**config.mk**
```make
export PLATFORM = sky130hd
export DESIGN_NAME = legacy_a20_gate_cpu_reset
export DESIGN_NICKNAME = d
export VERILOG_FILES = /design/src/design/a20_pkg.sv /design/src/design/gate_seq.sv /design/src/design/reset_pulse.sv /design/src/design/legacy_a20_gate_cpu_reset.sv
export SDC_FILE = /design/constraint.sdc
export NUM_CORES = 1
export LEC_CHECK = 0
export BUFFER_PORTS_ARGS = -buffer_cell sky130_fd_sc_hd__buf_2
export CORE_MARGIN = 10
export CORE_UTILIZATION = 42
export DETAILED_ROUTE_END_ITERATION = 12
export PLACE_DENSITY = 0.82
export REMOVE_ABC_BUFFERS = 1
export SETUP_SLACK_MARGIN = 0.2
export SLEW_MARGIN = 20
export SYNTH_ARGS = -nofsm -noshare
export SYNTH_HDL_FRONTEND = slang
export SYNTH_HIERARCHICAL = 1
export SYNTH_SLANG_ARGS = --single-unit
```
**constraint.sdc**
```tcl
create_clock -name ref_clk -period 1.9 [get_ports ref_clk]
set_input_delay 0.19 -clock ref_clk [delete_from_list [all_inputs] [get_ports ref_clk]]
set_output_delay 0.19 -clock ref_clk [all_outputs]
set_load 0.005 [all_outputs]
```
**src/design/a20_pkg.sv**
```systemverilog
// shared constants, types and bus carriers of the gate and reset block
package a20_pkg;
   // host i/o map
   localparam logic [15:0] PORT92_ADDR    = 16'h0092;
   localparam logic [15:0] KBD_DATA_OFS   = 16'h0000;
   localparam logic [15:0] KBD_CMD_OFS    = 16'h0004;
   localparam logic [7:0]  PORT92_RST_VAL = 8'h00;
   localparam int          P92_RESET_BIT  = 0;
   localparam int          P92_GATE_BIT   = 1;
   // keyboard command codes seen by the sequence decoder
   localparam logic [7:0]  CMD_GATE       = 8'hd1;
   localparam logic [7:0]  CMD_NOP        = 8'hff;
   localparam logic [7:0]  CMD_PULSE      = 8'hfe;
   localparam int          DATA_GATE_BIT  = 1;
   // firmware register offsets
   localparam logic [11:0] FW_GATE_OFS    = 12'h100;
   localparam logic [11:0] FW_SET_OFS     = 12'h104;
   localparam logic [11:0] FW_CLR_OFS     = 12'h108;
   localparam logic [11:0] FW_CTRL_OFS    = 12'h10c;
   localparam int          CTRL_OVR_BIT   = 0;
   localparam int          CTRL_P92EN_BIT = 1;
   // configuration offsets
   localparam logic [7:0]  CFG_ACT_OFS    = 8'h30;
   localparam logic [7:0]  CFG_BAR_OFS    = 8'h60;
   localparam int          ACT_BIT        = 0;
   localparam int          BAR_VALID_BIT  = 0;
   // timing: 1 us tick derived from the 40 ns system clock
   localparam int          CLK_PERIOD_NS  = 40;
   localparam int          TICK_PERIOD_NS = 1000;
   localparam int          TICK_DIV       = TICK_PERIOD_NS / CLK_PERIOD_NS;
   localparam int          PULSE_US       = 8;
   localparam int          PULSE_TICKS    = PULSE_US * 1000 / TICK_PERIOD_NS;

   typedef enum logic [1:0] {
      SEQ_IDLE = 2'b00,
      SEQ_CMD  = 2'b01,
      SEQ_DATA = 2'b10
   } seq_state_e;

   typedef struct packed {
      logic        wr;
      logic        rd;
      logic [15:0] addr;
      logic [7:0]  wdata;
   } host_io_s;

   typedef struct packed {
      logic        wr;
      logic        rd;
      logic [11:0] addr;
      logic [7:0]  wdata;
   } fw_bus_s;

   typedef struct packed {
      logic        wr;
      logic        rd;
      logic [7:0]  addr;
      logic [7:0]  wdata;
   } cfg_bus_s;
endpackage : a20_pkg

```
**src/design/gate_seq.sv**
```systemverilog
// command and data sequence decoder that drives the host gate latch
`timescale 1ns/1ps
`default_nettype none
module gate_seq (
   input  wire logic       ref_clk,
   input  wire logic       srst_n,
   input  wire logic       cmd_wr,
   input  wire logic       data_wr,
   input  wire logic [7:0] wdata,
   output logic            latch_we_q,
   output logic            latch_val_q,
   output logic            ibf_set_q
);
   import a20_pkg::*;

   seq_state_e state_q, state_d;
   logic       latch_we_d, ibf_set_d;
   wire        is_gate = (wdata == CMD_GATE);
   wire        is_quiet = is_gate || wdata == CMD_NOP || wdata == CMD_PULSE;

   // next state; quiet codes never reach the keyboard path
   always_comb begin
      state_d    = state_q;
      latch_we_d = 1'b0;
      ibf_set_d  = 1'b0;
      unique case (state_q)
         SEQ_IDLE: begin
            if (cmd_wr && is_gate) state_d = SEQ_CMD;
            else if (cmd_wr) ibf_set_d = !is_quiet;
            else if (data_wr) ibf_set_d = 1'b1;
         end
         SEQ_CMD: begin
            if (data_wr) begin
               latch_we_d = 1'b1;
               state_d    = SEQ_DATA;
            end else if (cmd_wr && !is_gate) begin
               // quiet codes stay silent even when they break a sequence
               ibf_set_d = !is_quiet;
               state_d   = SEQ_IDLE;
            end
         end
         SEQ_DATA: begin
            if (cmd_wr && is_gate) state_d = SEQ_CMD;
            else if (cmd_wr) begin
               ibf_set_d = !is_quiet;
               state_d   = SEQ_IDLE;
            end else if (data_wr) begin
               ibf_set_d = 1'b1;
               state_d   = SEQ_IDLE;
            end
         end
         default: state_d = SEQ_IDLE;
      endcase
   end

   always_ff @(posedge ref_clk) begin
      if (!srst_n) begin
         state_q     <= SEQ_IDLE;
         latch_we_q  <= 1'b0;
         latch_val_q <= 1'b0;
         ibf_set_q   <= 1'b0;
      end else begin
         state_q     <= state_d;
         latch_we_q  <= latch_we_d;
         latch_val_q <= wdata[DATA_GATE_BIT];
         ibf_set_q   <= ibf_set_d;
      end
   end
endmodule : gate_seq
`default_nettype wire

```
**src/design/reset_pulse.sv**
```systemverilog
// 1 us timebase and alternate cpu reset pulse generator
`timescale 1ns/1ps
`default_nettype none
module reset_pulse #(
   parameter int TICK_DIV    = a20_pkg::TICK_DIV,
   parameter int PULSE_TICKS = a20_pkg::PULSE_TICKS
) (
   input  wire logic ref_clk,
   input  wire logic srst_n,
   input  wire logic run,
   input  wire logic trig_bit,
   output logic      pulse_n_q
);
   import a20_pkg::*;

   localparam int DW = $clog2(TICK_DIV);
   localparam int CW = $clog2(PULSE_TICKS + 1);
   localparam logic [DW-1:0] DIV_LAST = DW'(TICK_DIV - 1);
   localparam logic [CW-1:0] CNT_LOAD = CW'(PULSE_TICKS);

   if (TICK_DIV < 2 || PULSE_TICKS < 1) begin : g_bad
      $error("reset_pulse needs TICK_DIV >= 2 and PULSE_TICKS >= 1");
   end

   logic [DW-1:0] div_q;
   logic [CW-1:0] cnt_q, cnt_d;
   logic          prev_q;
   wire           tick  = run && div_q == DIV_LAST;
   wire           rise  = trig_bit && !prev_q;
   wire           busy  = cnt_q != '0;

   // a rise while busy is dropped, so no second pulse follows
   always_comb begin
      cnt_d = cnt_q;
      if (rise && !busy) cnt_d = CNT_LOAD;
      else if (busy && tick) cnt_d = cnt_q - 1'b1;
   end

   // divider halts while the block sleeps or is not active
   always_ff @(posedge ref_clk) begin
      if (!srst_n) begin
         div_q     <= '0;
         cnt_q     <= '0;
         prev_q    <= 1'b0;
         pulse_n_q <= 1'b1;
      end else begin
         if (run) div_q <= tick ? '0 : div_q + 1'b1;
         cnt_q     <= cnt_d;
         prev_q    <= trig_bit;
         pulse_n_q <= cnt_d == '0;
      end
   end
endmodule : reset_pulse
`default_nettype wire

```
**src/design/legacy_a20_gate_cpu_reset.sv**
```systemverilog
// legacy port 92h, address line 20 gate and fast cpu reset block
// Function
// - host writes to 92h load the legacy port; legacy reset clears it to 00h
// - port disabled means 92h writes ignored and reads leave bus undriven
// - legacy port base register holds only a writable valid bit
// - override enable selects the firmware gate bit for the gate output
// - firmware read at 100h returns the present gate output
// - data byte after gate command copies its bit 1 into host latch
// - recognised gate sequence raises no buffer-full flag or output interrupt
// - commands FF, FE and D1 never set input buffer full
// - non gate command after gate command is invalid, flags buffer full unless it is FF or FE
// - gate command while awaiting data returns to command-received state
// - extra data byte flags buffer full and returns to idle
// - any write to set or clear strobe sets or clears host latch
// - cpu reset is NAND of alternate and keyboard reset pulses
// - new alternate pulse only after the reset bit was cleared
// - bit cleared and set during a pulse gives no extra pulse
// - timebase stops while sleep requested or block not active
// - activate bit at 30h bit 0, reset by power loss, rest read zero
// - legacy reset on standby reset, power good low or bus reset
// - write at 04h marks command, at 0h marks data
// - 1 MHz tick is the timebase of the reset pulse counter
`timescale 1ns/1ps
`default_nettype none
module legacy_a20_gate_cpu_reset #(
   parameter logic [15:0] KBD_BASE = 16'h0060
) (
   input  wire logic              ref_clk,
   input  wire logic              rst_n,
   input  wire a20_pkg::host_io_s host_io,
   input  wire a20_pkg::fw_bus_s  fw_bus,
   input  wire a20_pkg::cfg_bus_s cfg_bus,
   input  wire logic              main_power_good,
   input  wire logic              lpc_reset_n,
   input  wire logic              block_sleep_request,
   input  wire logic              keyboard_reset_pulse_n,
   output logic [7:0]             host_rdata,
   output logic                   host_rdata_oe_n,
   output logic [7:0]             fw_rdata,
   output logic [7:0]             cfg_rdata,
   output logic                   addr_line_gate_out,
   output logic                   cpu_reset,
   output logic                   legacy_io_reset_n,
   output logic                   input_buffer_full_set,
   output logic                   cmd_data_flag
);
   import a20_pkg::*;

   if (KBD_BASE[1:0] != 2'b00 || KBD_BASE == PORT92_ADDR ||
       KBD_BASE + KBD_CMD_OFS == PORT92_ADDR) begin : g_bad_base
      $error("KBD_BASE must be word aligned and clear of port 92h");
   end

   // synchronisers for the power good and bus reset pins
   logic [1:0] pg_sync_q;
   logic [1:0] lr_sync_q;
   logic       leg_ok_q;
   wire        pg_ok = pg_sync_q[1];
   wire        lr_ok = lr_sync_q[1];
   wire        srst_n = rst_n && leg_ok_q;

   always_ff @(posedge ref_clk) begin
      if (!rst_n) begin
         pg_sync_q <= 2'b00;
         lr_sync_q <= 2'b00;
      end else begin
         pg_sync_q <= {pg_sync_q[0], main_power_good};
         lr_sync_q <= {lr_sync_q[0], lpc_reset_n};
      end
   end

   // legacy reset follows any of the three sources
   always_ff @(posedge ref_clk) begin
      if (!rst_n) leg_ok_q <= 1'b0;
      else leg_ok_q <= pg_ok && lr_ok;
   end

   // control state
   logic       act_q;
   logic       bar_valid_q;
   logic       override_q;
   logic       fw_gate_q;
   logic       p92_en_q;
   logic [7:0] port92_q;
   logic       latch_q;
   logic       gate_out_q;

   // address decode
   wire dec_en     = p92_en_q && bar_valid_q;
   wire p92_addr   = host_io.addr == PORT92_ADDR;
   wire p92_wr     = host_io.wr && p92_addr && dec_en;
   wire p92_rd     = host_io.rd && p92_addr && dec_en;
   wire kbd_data   = host_io.wr && host_io.addr == KBD_BASE + KBD_DATA_OFS;
   wire kbd_cmd    = host_io.wr && host_io.addr == KBD_BASE + KBD_CMD_OFS;
   wire fw_gate_wr = fw_bus.wr && fw_bus.addr == FW_GATE_OFS;
   wire fw_set_wr  = fw_bus.wr && fw_bus.addr == FW_SET_OFS;
   wire fw_clr_wr  = fw_bus.wr && fw_bus.addr == FW_CLR_OFS;
   wire fw_ctrl_wr = fw_bus.wr && fw_bus.addr == FW_CTRL_OFS;
   wire cfg_act_wr = cfg_bus.wr && cfg_bus.addr == CFG_ACT_OFS;
   wire cfg_bar_wr = cfg_bus.wr && cfg_bus.addr == CFG_BAR_OFS;
   wire alt_bit    = port92_q[P92_RESET_BIT];
   wire alt_gate   = port92_q[P92_GATE_BIT];

   // activate bit survives bus reset; only standby reset or power loss clears it
   always_ff @(posedge ref_clk) begin
      if (!rst_n || !pg_ok) act_q <= 1'b0;
      else if (cfg_act_wr) act_q <= cfg_bus.wdata[ACT_BIT];
   end

   // base register of the legacy port: valid bit is the only storage
   always_ff @(posedge ref_clk) begin
      if (!rst_n) bar_valid_q <= 1'b0;
      else if (cfg_bar_wr) bar_valid_q <= cfg_bus.wdata[BAR_VALID_BIT];
   end

   // configuration read data; reserved bits read zero
   wire [7:0] cfg_rd_d =
      (cfg_bus.addr == CFG_ACT_OFS) ? {7'h00, act_q} :
      (cfg_bus.addr == CFG_BAR_OFS) ? {7'h00, bar_valid_q} :
      8'h00;

   always_ff @(posedge ref_clk) begin
      if (!rst_n) cfg_rdata <= 8'h00;
      else if (cfg_bus.rd) cfg_rdata <= cfg_rd_d;
   end

   // firmware control bits
   always_ff @(posedge ref_clk) begin
      if (!rst_n) begin
         override_q <= 1'b0;
         p92_en_q   <= 1'b0;
         fw_gate_q  <= 1'b0;
      end else begin
         if (fw_ctrl_wr) begin
            override_q <= fw_bus.wdata[CTRL_OVR_BIT];
            p92_en_q   <= fw_bus.wdata[CTRL_P92EN_BIT];
         end
         if (fw_gate_wr) fw_gate_q <= fw_bus.wdata[0];
      end
   end

   // firmware read data; set and clear strobes read zero
   wire [7:0] fw_rd_d =
      (fw_bus.addr == FW_GATE_OFS) ? {7'h00, gate_out_q} :
      (fw_bus.addr == FW_CTRL_OFS) ? {6'h00, p92_en_q, override_q} :
      8'h00;

   always_ff @(posedge ref_clk) begin
      if (!rst_n) fw_rdata <= 8'h00;
      else if (fw_bus.rd) fw_rdata <= fw_rd_d;
   end

   // legacy port register
   always_ff @(posedge ref_clk) begin
      if (!srst_n) port92_q <= PORT92_RST_VAL;
      else if (p92_wr) port92_q <= host_io.wdata;
   end

   // host read of port 92h; bus left undriven when not decoded
   always_ff @(posedge ref_clk) begin
      if (!rst_n) begin
         host_rdata      <= 8'h00;
         host_rdata_oe_n <= 1'b1;
      end else begin
         host_rdata      <= p92_rd ? port92_q : 8'h00;
         host_rdata_oe_n <= !p92_rd;
      end
   end

   // keyboard command and data sequence decoder
   logic seq_we;
   logic seq_val;
   logic seq_ibf;

   gate_seq u_seq (
      .ref_clk     (ref_clk),
      .srst_n      (srst_n),
      .cmd_wr      (kbd_cmd),
      .data_wr     (kbd_data && !kbd_cmd),
      .wdata       (host_io.wdata),
      .latch_we_q  (seq_we),
      .latch_val_q (seq_val),
      .ibf_set_q   (seq_ibf)
   );

   // host latch; firmware strobes win over the sequence in a tie
   always_ff @(posedge ref_clk) begin
      if (!srst_n) latch_q <= 1'b0;
      else if (fw_set_wr) latch_q <= 1'b1;
      else if (fw_clr_wr) latch_q <= 1'b0;
      else if (seq_we) latch_q <= seq_val;
   end

   // gate output select; one cycle behind the source registers
   wire gate_d = override_q ? fw_gate_q : (latch_q || alt_gate);

   always_ff @(posedge ref_clk) begin
      if (!rst_n) gate_out_q <= 1'b0;
      else gate_out_q <= gate_d;
   end

   // keyboard path strobes; the command flag marks the latest byte
   always_ff @(posedge ref_clk) begin
      if (!srst_n) begin
         cmd_data_flag         <= 1'b0;
         input_buffer_full_set <= 1'b0;
      end else begin
         if (kbd_cmd) cmd_data_flag <= 1'b1;
         else if (kbd_data) cmd_data_flag <= 1'b0;
         input_buffer_full_set <= seq_ibf;
      end
   end

   // alternate reset pulse on the 1 us timebase
   logic alt_pulse_n;

   reset_pulse #(
      .TICK_DIV    (TICK_DIV),
      .PULSE_TICKS (PULSE_TICKS)
   ) u_pulse (
      .ref_clk   (ref_clk),
      .srst_n    (srst_n),
      .run       (act_q && !block_sleep_request),
      .trig_bit  (alt_bit),
      .pulse_n_q (alt_pulse_n)
   );

   // registered outputs
   always_ff @(posedge ref_clk) begin
      if (!rst_n) begin
         cpu_reset         <= 1'b0;
         legacy_io_reset_n <= 1'b0;
      end else begin
         cpu_reset         <= !(alt_pulse_n && keyboard_reset_pulse_n);
         legacy_io_reset_n <= leg_ok_q;
      end
   end

   assign addr_line_gate_out = gate_out_q;
endmodule : legacy_a20_gate_cpu_reset
`default_nettype wire

```
---- Word level (Yosys, flattened, before mapping) ----
Index checks and enable logic that the tools add are counted.
storage, ports and cells
  register bits ........................... 65
  bits of input ports ..................... 72
  word-level logic and storage cells ...... 120
cells by class
  add/subtract/negate cells ............... 2
  equality and inequality tests ........... 18
  multiplexer cells ....................... 26
  reductions and logical operators ........ 47
operator list
  operator                                                             number
  12-bit by 9-bit == test with 1-bit output (second input constant)    4
  16-bit by 7-bit == test with 1-bit output (second input constant)    2
  8-bit == test (second input constant)                                3
  1-bit logical AND                                                    24
  16-bit by 8-bit == test with 1-bit output (second input constant)    1
  2-bit two-way mux                                                    8
  1-bit two-way mux                                                    13
  1-bit zero test                                                      10
  8-bit by 6-bit == test with 1-bit output (second input constant)     1
  8-bit by 7-bit == test with 1-bit output (second input constant)     1
  4-bit two-way mux                                                    2
  2-bit one-hot mux with 3 select lines                                1
  5-bit by 1-bit adder with 5-bit output (second input constant)       1
  5-bit == test (second input constant)                                1
  5-bit two-way mux                                                    1
  4-bit zero test                                                      1
  1-bit logical OR                                                     4
  4-bit by 2-bit != test with 1-bit output (second input constant)     1
  2-bit AND reduction                                                  2
  4-bit nonzero test                                                   1
  4-bit by 1-bit subtractor with 4-bit output (second input constant)  1
  3-bit by 1-bit != test with 1-bit output (second input constant)     1
  3-bit AND reduction                                                  1
  3-bit nonzero test                                                   1
  other kinds (7)                                                      7

---- Longest topological paths before layout ----
  word-level depth ........................ 8
  mapped depth ............................ 7
  depth with buffers taken out ............ 6

---- Modules after synthesis ----
The synthesis kept the hierarchy.
modules (own cells, without submodules)
  module                     instances  cells an instance  area an instance (µm²)
  legacy_a20_gate_cpu_reset  1          164                1,510.2
  reset_pulse                1          62                 563.0
  gate_seq                   1          21                 210.2

---- Worst setup path after synthesis ----
No wires, ideal clock.
  path kind ............................... input port to flip-flop
  start point ............................. input fw_bus[15] in the netlist's numbering
  end point ............................... register latch_q
  library setup time ...................... 0.074 ns
  arrival time ............................ 1.723 ns
  data required time ...................... 1.826 ns
  path slack .............................. 0.103 ns
  stages .................................. 4
  path through ............................ or4_1 or4_4 or3b_1 a31oi_1
between the ends
  word-level cells in the longest chain between the ends .. 4
RTL lines
  item                                       line                              source
  start: declaration                         legacy_a20_gate_cpu_reset.sv:31   input wire a20_pkg::fw_bus_s fw_bus,
  12-bit by 9-bit == test with 1-bit output  legacy_a20_gate_cpu_reset.sv:97   wire fw_clr_wr = fw_bus.wr && fw_bus.addr == FW_CLR_OFS;
  1-bit logical AND                          legacy_a20_gate_cpu_reset.sv:97
  1-bit two-way mux                          legacy_a20_gate_cpu_reset.sv:190  else if (fw_clr_wr) latch_q <= 1'b0;
  1-bit two-way mux                          legacy_a20_gate_cpu_reset.sv:189  else if (fw_set_wr) latch_q <= 1'b1;
  end signal: assignment                     legacy_a20_gate_cpu_reset.sv:191  else if (seq_we) latch_q <= seq_val;
  end: declaration                           legacy_a20_gate_cpu_reset.sv:85   logic latch_q;
Parallel ways exist; a longest one is shown, timed or not.
A chain may end at the register's enable or synchronous reset.

---- Worst setup path in the final report ----
Ends and elaborated chain as after synthesis.

==> impl_summary.log <==
[metrics] Min-Delay Startpoint: keyboard_reset_pulse_n
[metrics] result of the run: finished, final reports clean
[metrics] max incr delay on CP: 0.55 ns
[metrics] commonest cells after routing, fill and taps aside: 75 x buf_2, 52 x dfxtp_1, 31 x nand2_1
[metrics] pin count of the biggest net entering global routing: 24
[metrics] top fanout value on the critical path: 5
[metrics] Final Skew: 0.00601 ns
[metrics] critical path capture point type: flop
[metrics] wire per inst: 13.1 um
[metrics] worst reg2reg path depth: 6
[metrics] number of cells in the design after placement: 393
[metrics] CTS Root Buffer Type: clkbuf_8
[metrics] #FFs+latches synth: 52
[metrics] Placement Setup Slack: -0.0576 ns
[metrics] post-detailed-placement half-perimeter wirelength: 4250 um
[metrics] Net count, final: 405
[metrics] smallest hold slack: 0.0687 ns
[metrics] area fraction of the dominant cell type after synthesis: 45.6%
[metrics] std cell rows: 26
[metrics] Finished Core Util: 54.8%
[metrics] antenna diode instance count: 0
[metrics] proportion of layout cells with a drive suffix above 1: 30.8%
[metrics] RSZ-0062 raised after global routing: false
[metrics] total global-route track usage: 11.7%
[metrics] TritonCTS clock tree: built
[metrics] clock buffers created by TritonCTS: 5
[metrics] fmax: 609 MHz
[metrics] Clock Latency Late Sink: 0.30 ns
[metrics] Worst R2R End: u_pulse/pulse_n_q
[metrics] total setup violations reported at the end of the flow: 0
[metrics] max-slew violations: 0
[metrics] total cell area at the placement stage: 2720 sq um
[metrics] die boundary width: 93.7 um
[metrics] Max rail drop VDD: 0.000372 V
[metrics] final worst path period need: 1.64 ns
[metrics] synthesized area per cell: 9.24 sq um
[metrics] Die H: 93.7 um
[metrics] Finished Layout Cells: 401
[metrics] summed instance area of the synthesized netlist: 2280 sq um
[metrics] final RePlAce weighted congestion: 0.794
[metrics] most frequent standard cell in the layout excluding fill and tap cells: buf_2
[metrics] dominant combinational cell family by area after synthesis: simple AND/OR/NAND/NOR gates
[metrics] worst reg2reg setup slack: 0.29 ns
[metrics] distinct cell type count after synthesis: 53
[metrics] post-layout instance area: 2850 sq um
[metrics] main flop type after synthesis: dfxtp_1
[metrics] Overall Power: 1.97 mW
[metrics] xor/xnor share of the synthesized area: 1.53%
[metrics] Initial Utilization: 43.9%
[metrics] hold worst-path end: cpu_reset
[metrics] router iterations before antenna repair: 4
[metrics] sink count of the clock tree: 52
[metrics] Routed WL: 5270 um
[metrics] slew at the pin closest to its max-slew limit: 0.498 ns
[metrics] top-level I/O count: 102
[metrics] worst flop-to-flop path startpoint: u_pulse/cnt_q[1]
[metrics] number of global-route vias before repair: 2016
[metrics] Reg clk slew, reported paths: 0.09 ns
[metrics] worst min-delay path class: in -> reg
[metrics] post-CTS setup-driven buffer insertion count: 0
[metrics] Std-Cell Core Area: 5200 sq um
[metrics] critical path buffer and inverter count: 1
[metrics] share of the synthesized area in compound gates (AO/OA/AOI/OAI): 9.32%
[metrics] share of the clock period used by the worst path: 86.5%
[metrics] overflow left after global routing: 0
[metrics] synthesis warning total: 6
[metrics] path type of the worst setup path: in -> reg
[metrics] wire length of the first global-routing pass: 8490 um
[metrics] H-tree levels: 2
[metrics] cell family with the largest share of critical-path delay: simple AND/OR/NAND/NOR gates
[metrics] Max transition margin: 66.5%
[metrics] Adder-Cell Fraction of Synth Area: 1.64%
[metrics] dominant cell type by area after synthesis: dfxtp_1
[metrics] cell count after synthesis: 247
[metrics] CP Data Required Time: 2.14 ns
[metrics] leakage: 1.26 nW
[metrics] final worst-path setup slack: 0.257 ns
[metrics] Critical Path Start Type: primary input
[metrics] async set or reset register ratio after synthesis: 0%
[metrics] Min-Delay Path Depth: 2
[metrics] multiplexer fraction of the synthesized cell area: 5.32%
[metrics] final hold violations: 0
[metrics] vias after detailed routing: 1947
[metrics] number of enable flip-flop cells after synthesis: 0
[metrics] Avg Vias per Cell: 4.86
[metrics] antenna violation net count after detailed routing: 0
[metrics] signal arrival time at the worst endpoint: 1.88 ns
[metrics] Buffers on Ports: 75
[metrics] sum of negative setup slack: 0 ns
[metrics] Power Density: 691 nW/um^2
[metrics] Post-Synth Simple-Gate Area: 28.9%
[metrics] synth top area cells: dfxtp_1 46%, nand2_1 5.1%, mux2i_1 4.8%
[metrics] sequential area share after synthesis: 45.6%
[metrics] maximum buffer depth of the clock tree: 2
[metrics] cell-by-cell trace of the critical path: buf_2 -> or4_1 -> or4_4 -> or3b_1 -> a31oi_1
[metrics] max-cap viol count: 0
[metrics] drt drc: 0
[metrics] Synth-to-Final Area Change: 25.0%
[metrics] number of antenna violations at the first check in global routing: 0
[metrics] Iteration-0 DRC Markers: 78
[metrics] cell with the biggest individual delay on the critical path: or4_1
[metrics] area enclosed by the die boundary: 8790 sq um
## registers in the layout, summed over array words and instances, names as in the netlist, 2 cells and up
name	count
u_pulse/cnt_q	4
fw_rdata	2
host_rdata	8
lr_sync_q	2
pg_sync_q	2
u_seq/state_q	2
u_pulse/div_q	5
port92_q	8
## metal layers
layer / routed length, um / global-route usage, % / part of all wire (%)
met2: 2490 / 19.5 / 47
met5: 0 / 0 / 0
met1: 2260 / 12.5 / 43
met3: 446 / 5.12 / 8.5
met4: 77 / 5.19 / 1.5
## cell families after synthesis
kind of cell | count (synthesis)
mux | 12
compound gates | 27
buf+inv | 31
simple gates | 117
fa+ha+maj | 3
xor+xnor | 4
flops | 52
other cells | 1
## cells in the mapped netlist, types with 3 or more instances
master	n
nand4_1	12
nor2_1	13
o21a_1	3
and2_1	15
dfxtp_1	52
nand2_1	31
ha_1	3
inv_1	12
nand2b_1	5
a21boi_0	4
buf_4	13
xor2_1	3
nor2b_1	7
and3_1	3
mux2i_1	11
nor4_1	6
o21ai_0	4
nand3_1	6
## area by class of cell
type                            count  area, sq um
Clock inverter                      3         46.3
Tap cell                           70         87.6
Multi-Input combinational cell    176         1130
Inverter                           13         48.8
Clock buffer                        5         68.8
Timing Repair Buffer               82          428
Sequential cell                    52         1040
Fill cell                         491         2350
## power by group
group	switching [mW]	internal (mW)
clock network	0.370	0.397
logic	0.0507	0.0581
registers	0.00155	1.09
total	0.422	1.55
## worst max-delay path by stage
| stage | start | endpoint | cells after the start | slack, ns |
|---|---|---|---|---|
| after floorplan | fw_bus[15] | latch_q | 4 | 0.10 |
| after global placement | fw_bus[15] | latch_q | 5 | -0.01 |
| after detailed placement | fw_bus[15] | latch_q | 5 | -0.06 |
| after CTS | u_pulse/cnt_q[0] | u_pulse/pulse_n_q | 6 | 0.22 |
| after global routing | fw_bus[15] | fw_gate_q | 5 | 0.20 |
| final | fw_bus[15] | latch_q | 5 | 0.26 |
## repair_timing
| action | in CTS | in global routing |
|---|---|---|
| hold buffers | 0 | 0 |
| endpoints found under the setup margin | 0 | 1 |
| gates resized for setup | 0 | 4 |
| endpoints found under the hold margin | 0 | 0 |
Note: power is estimated with default switching activity, not from simulation.
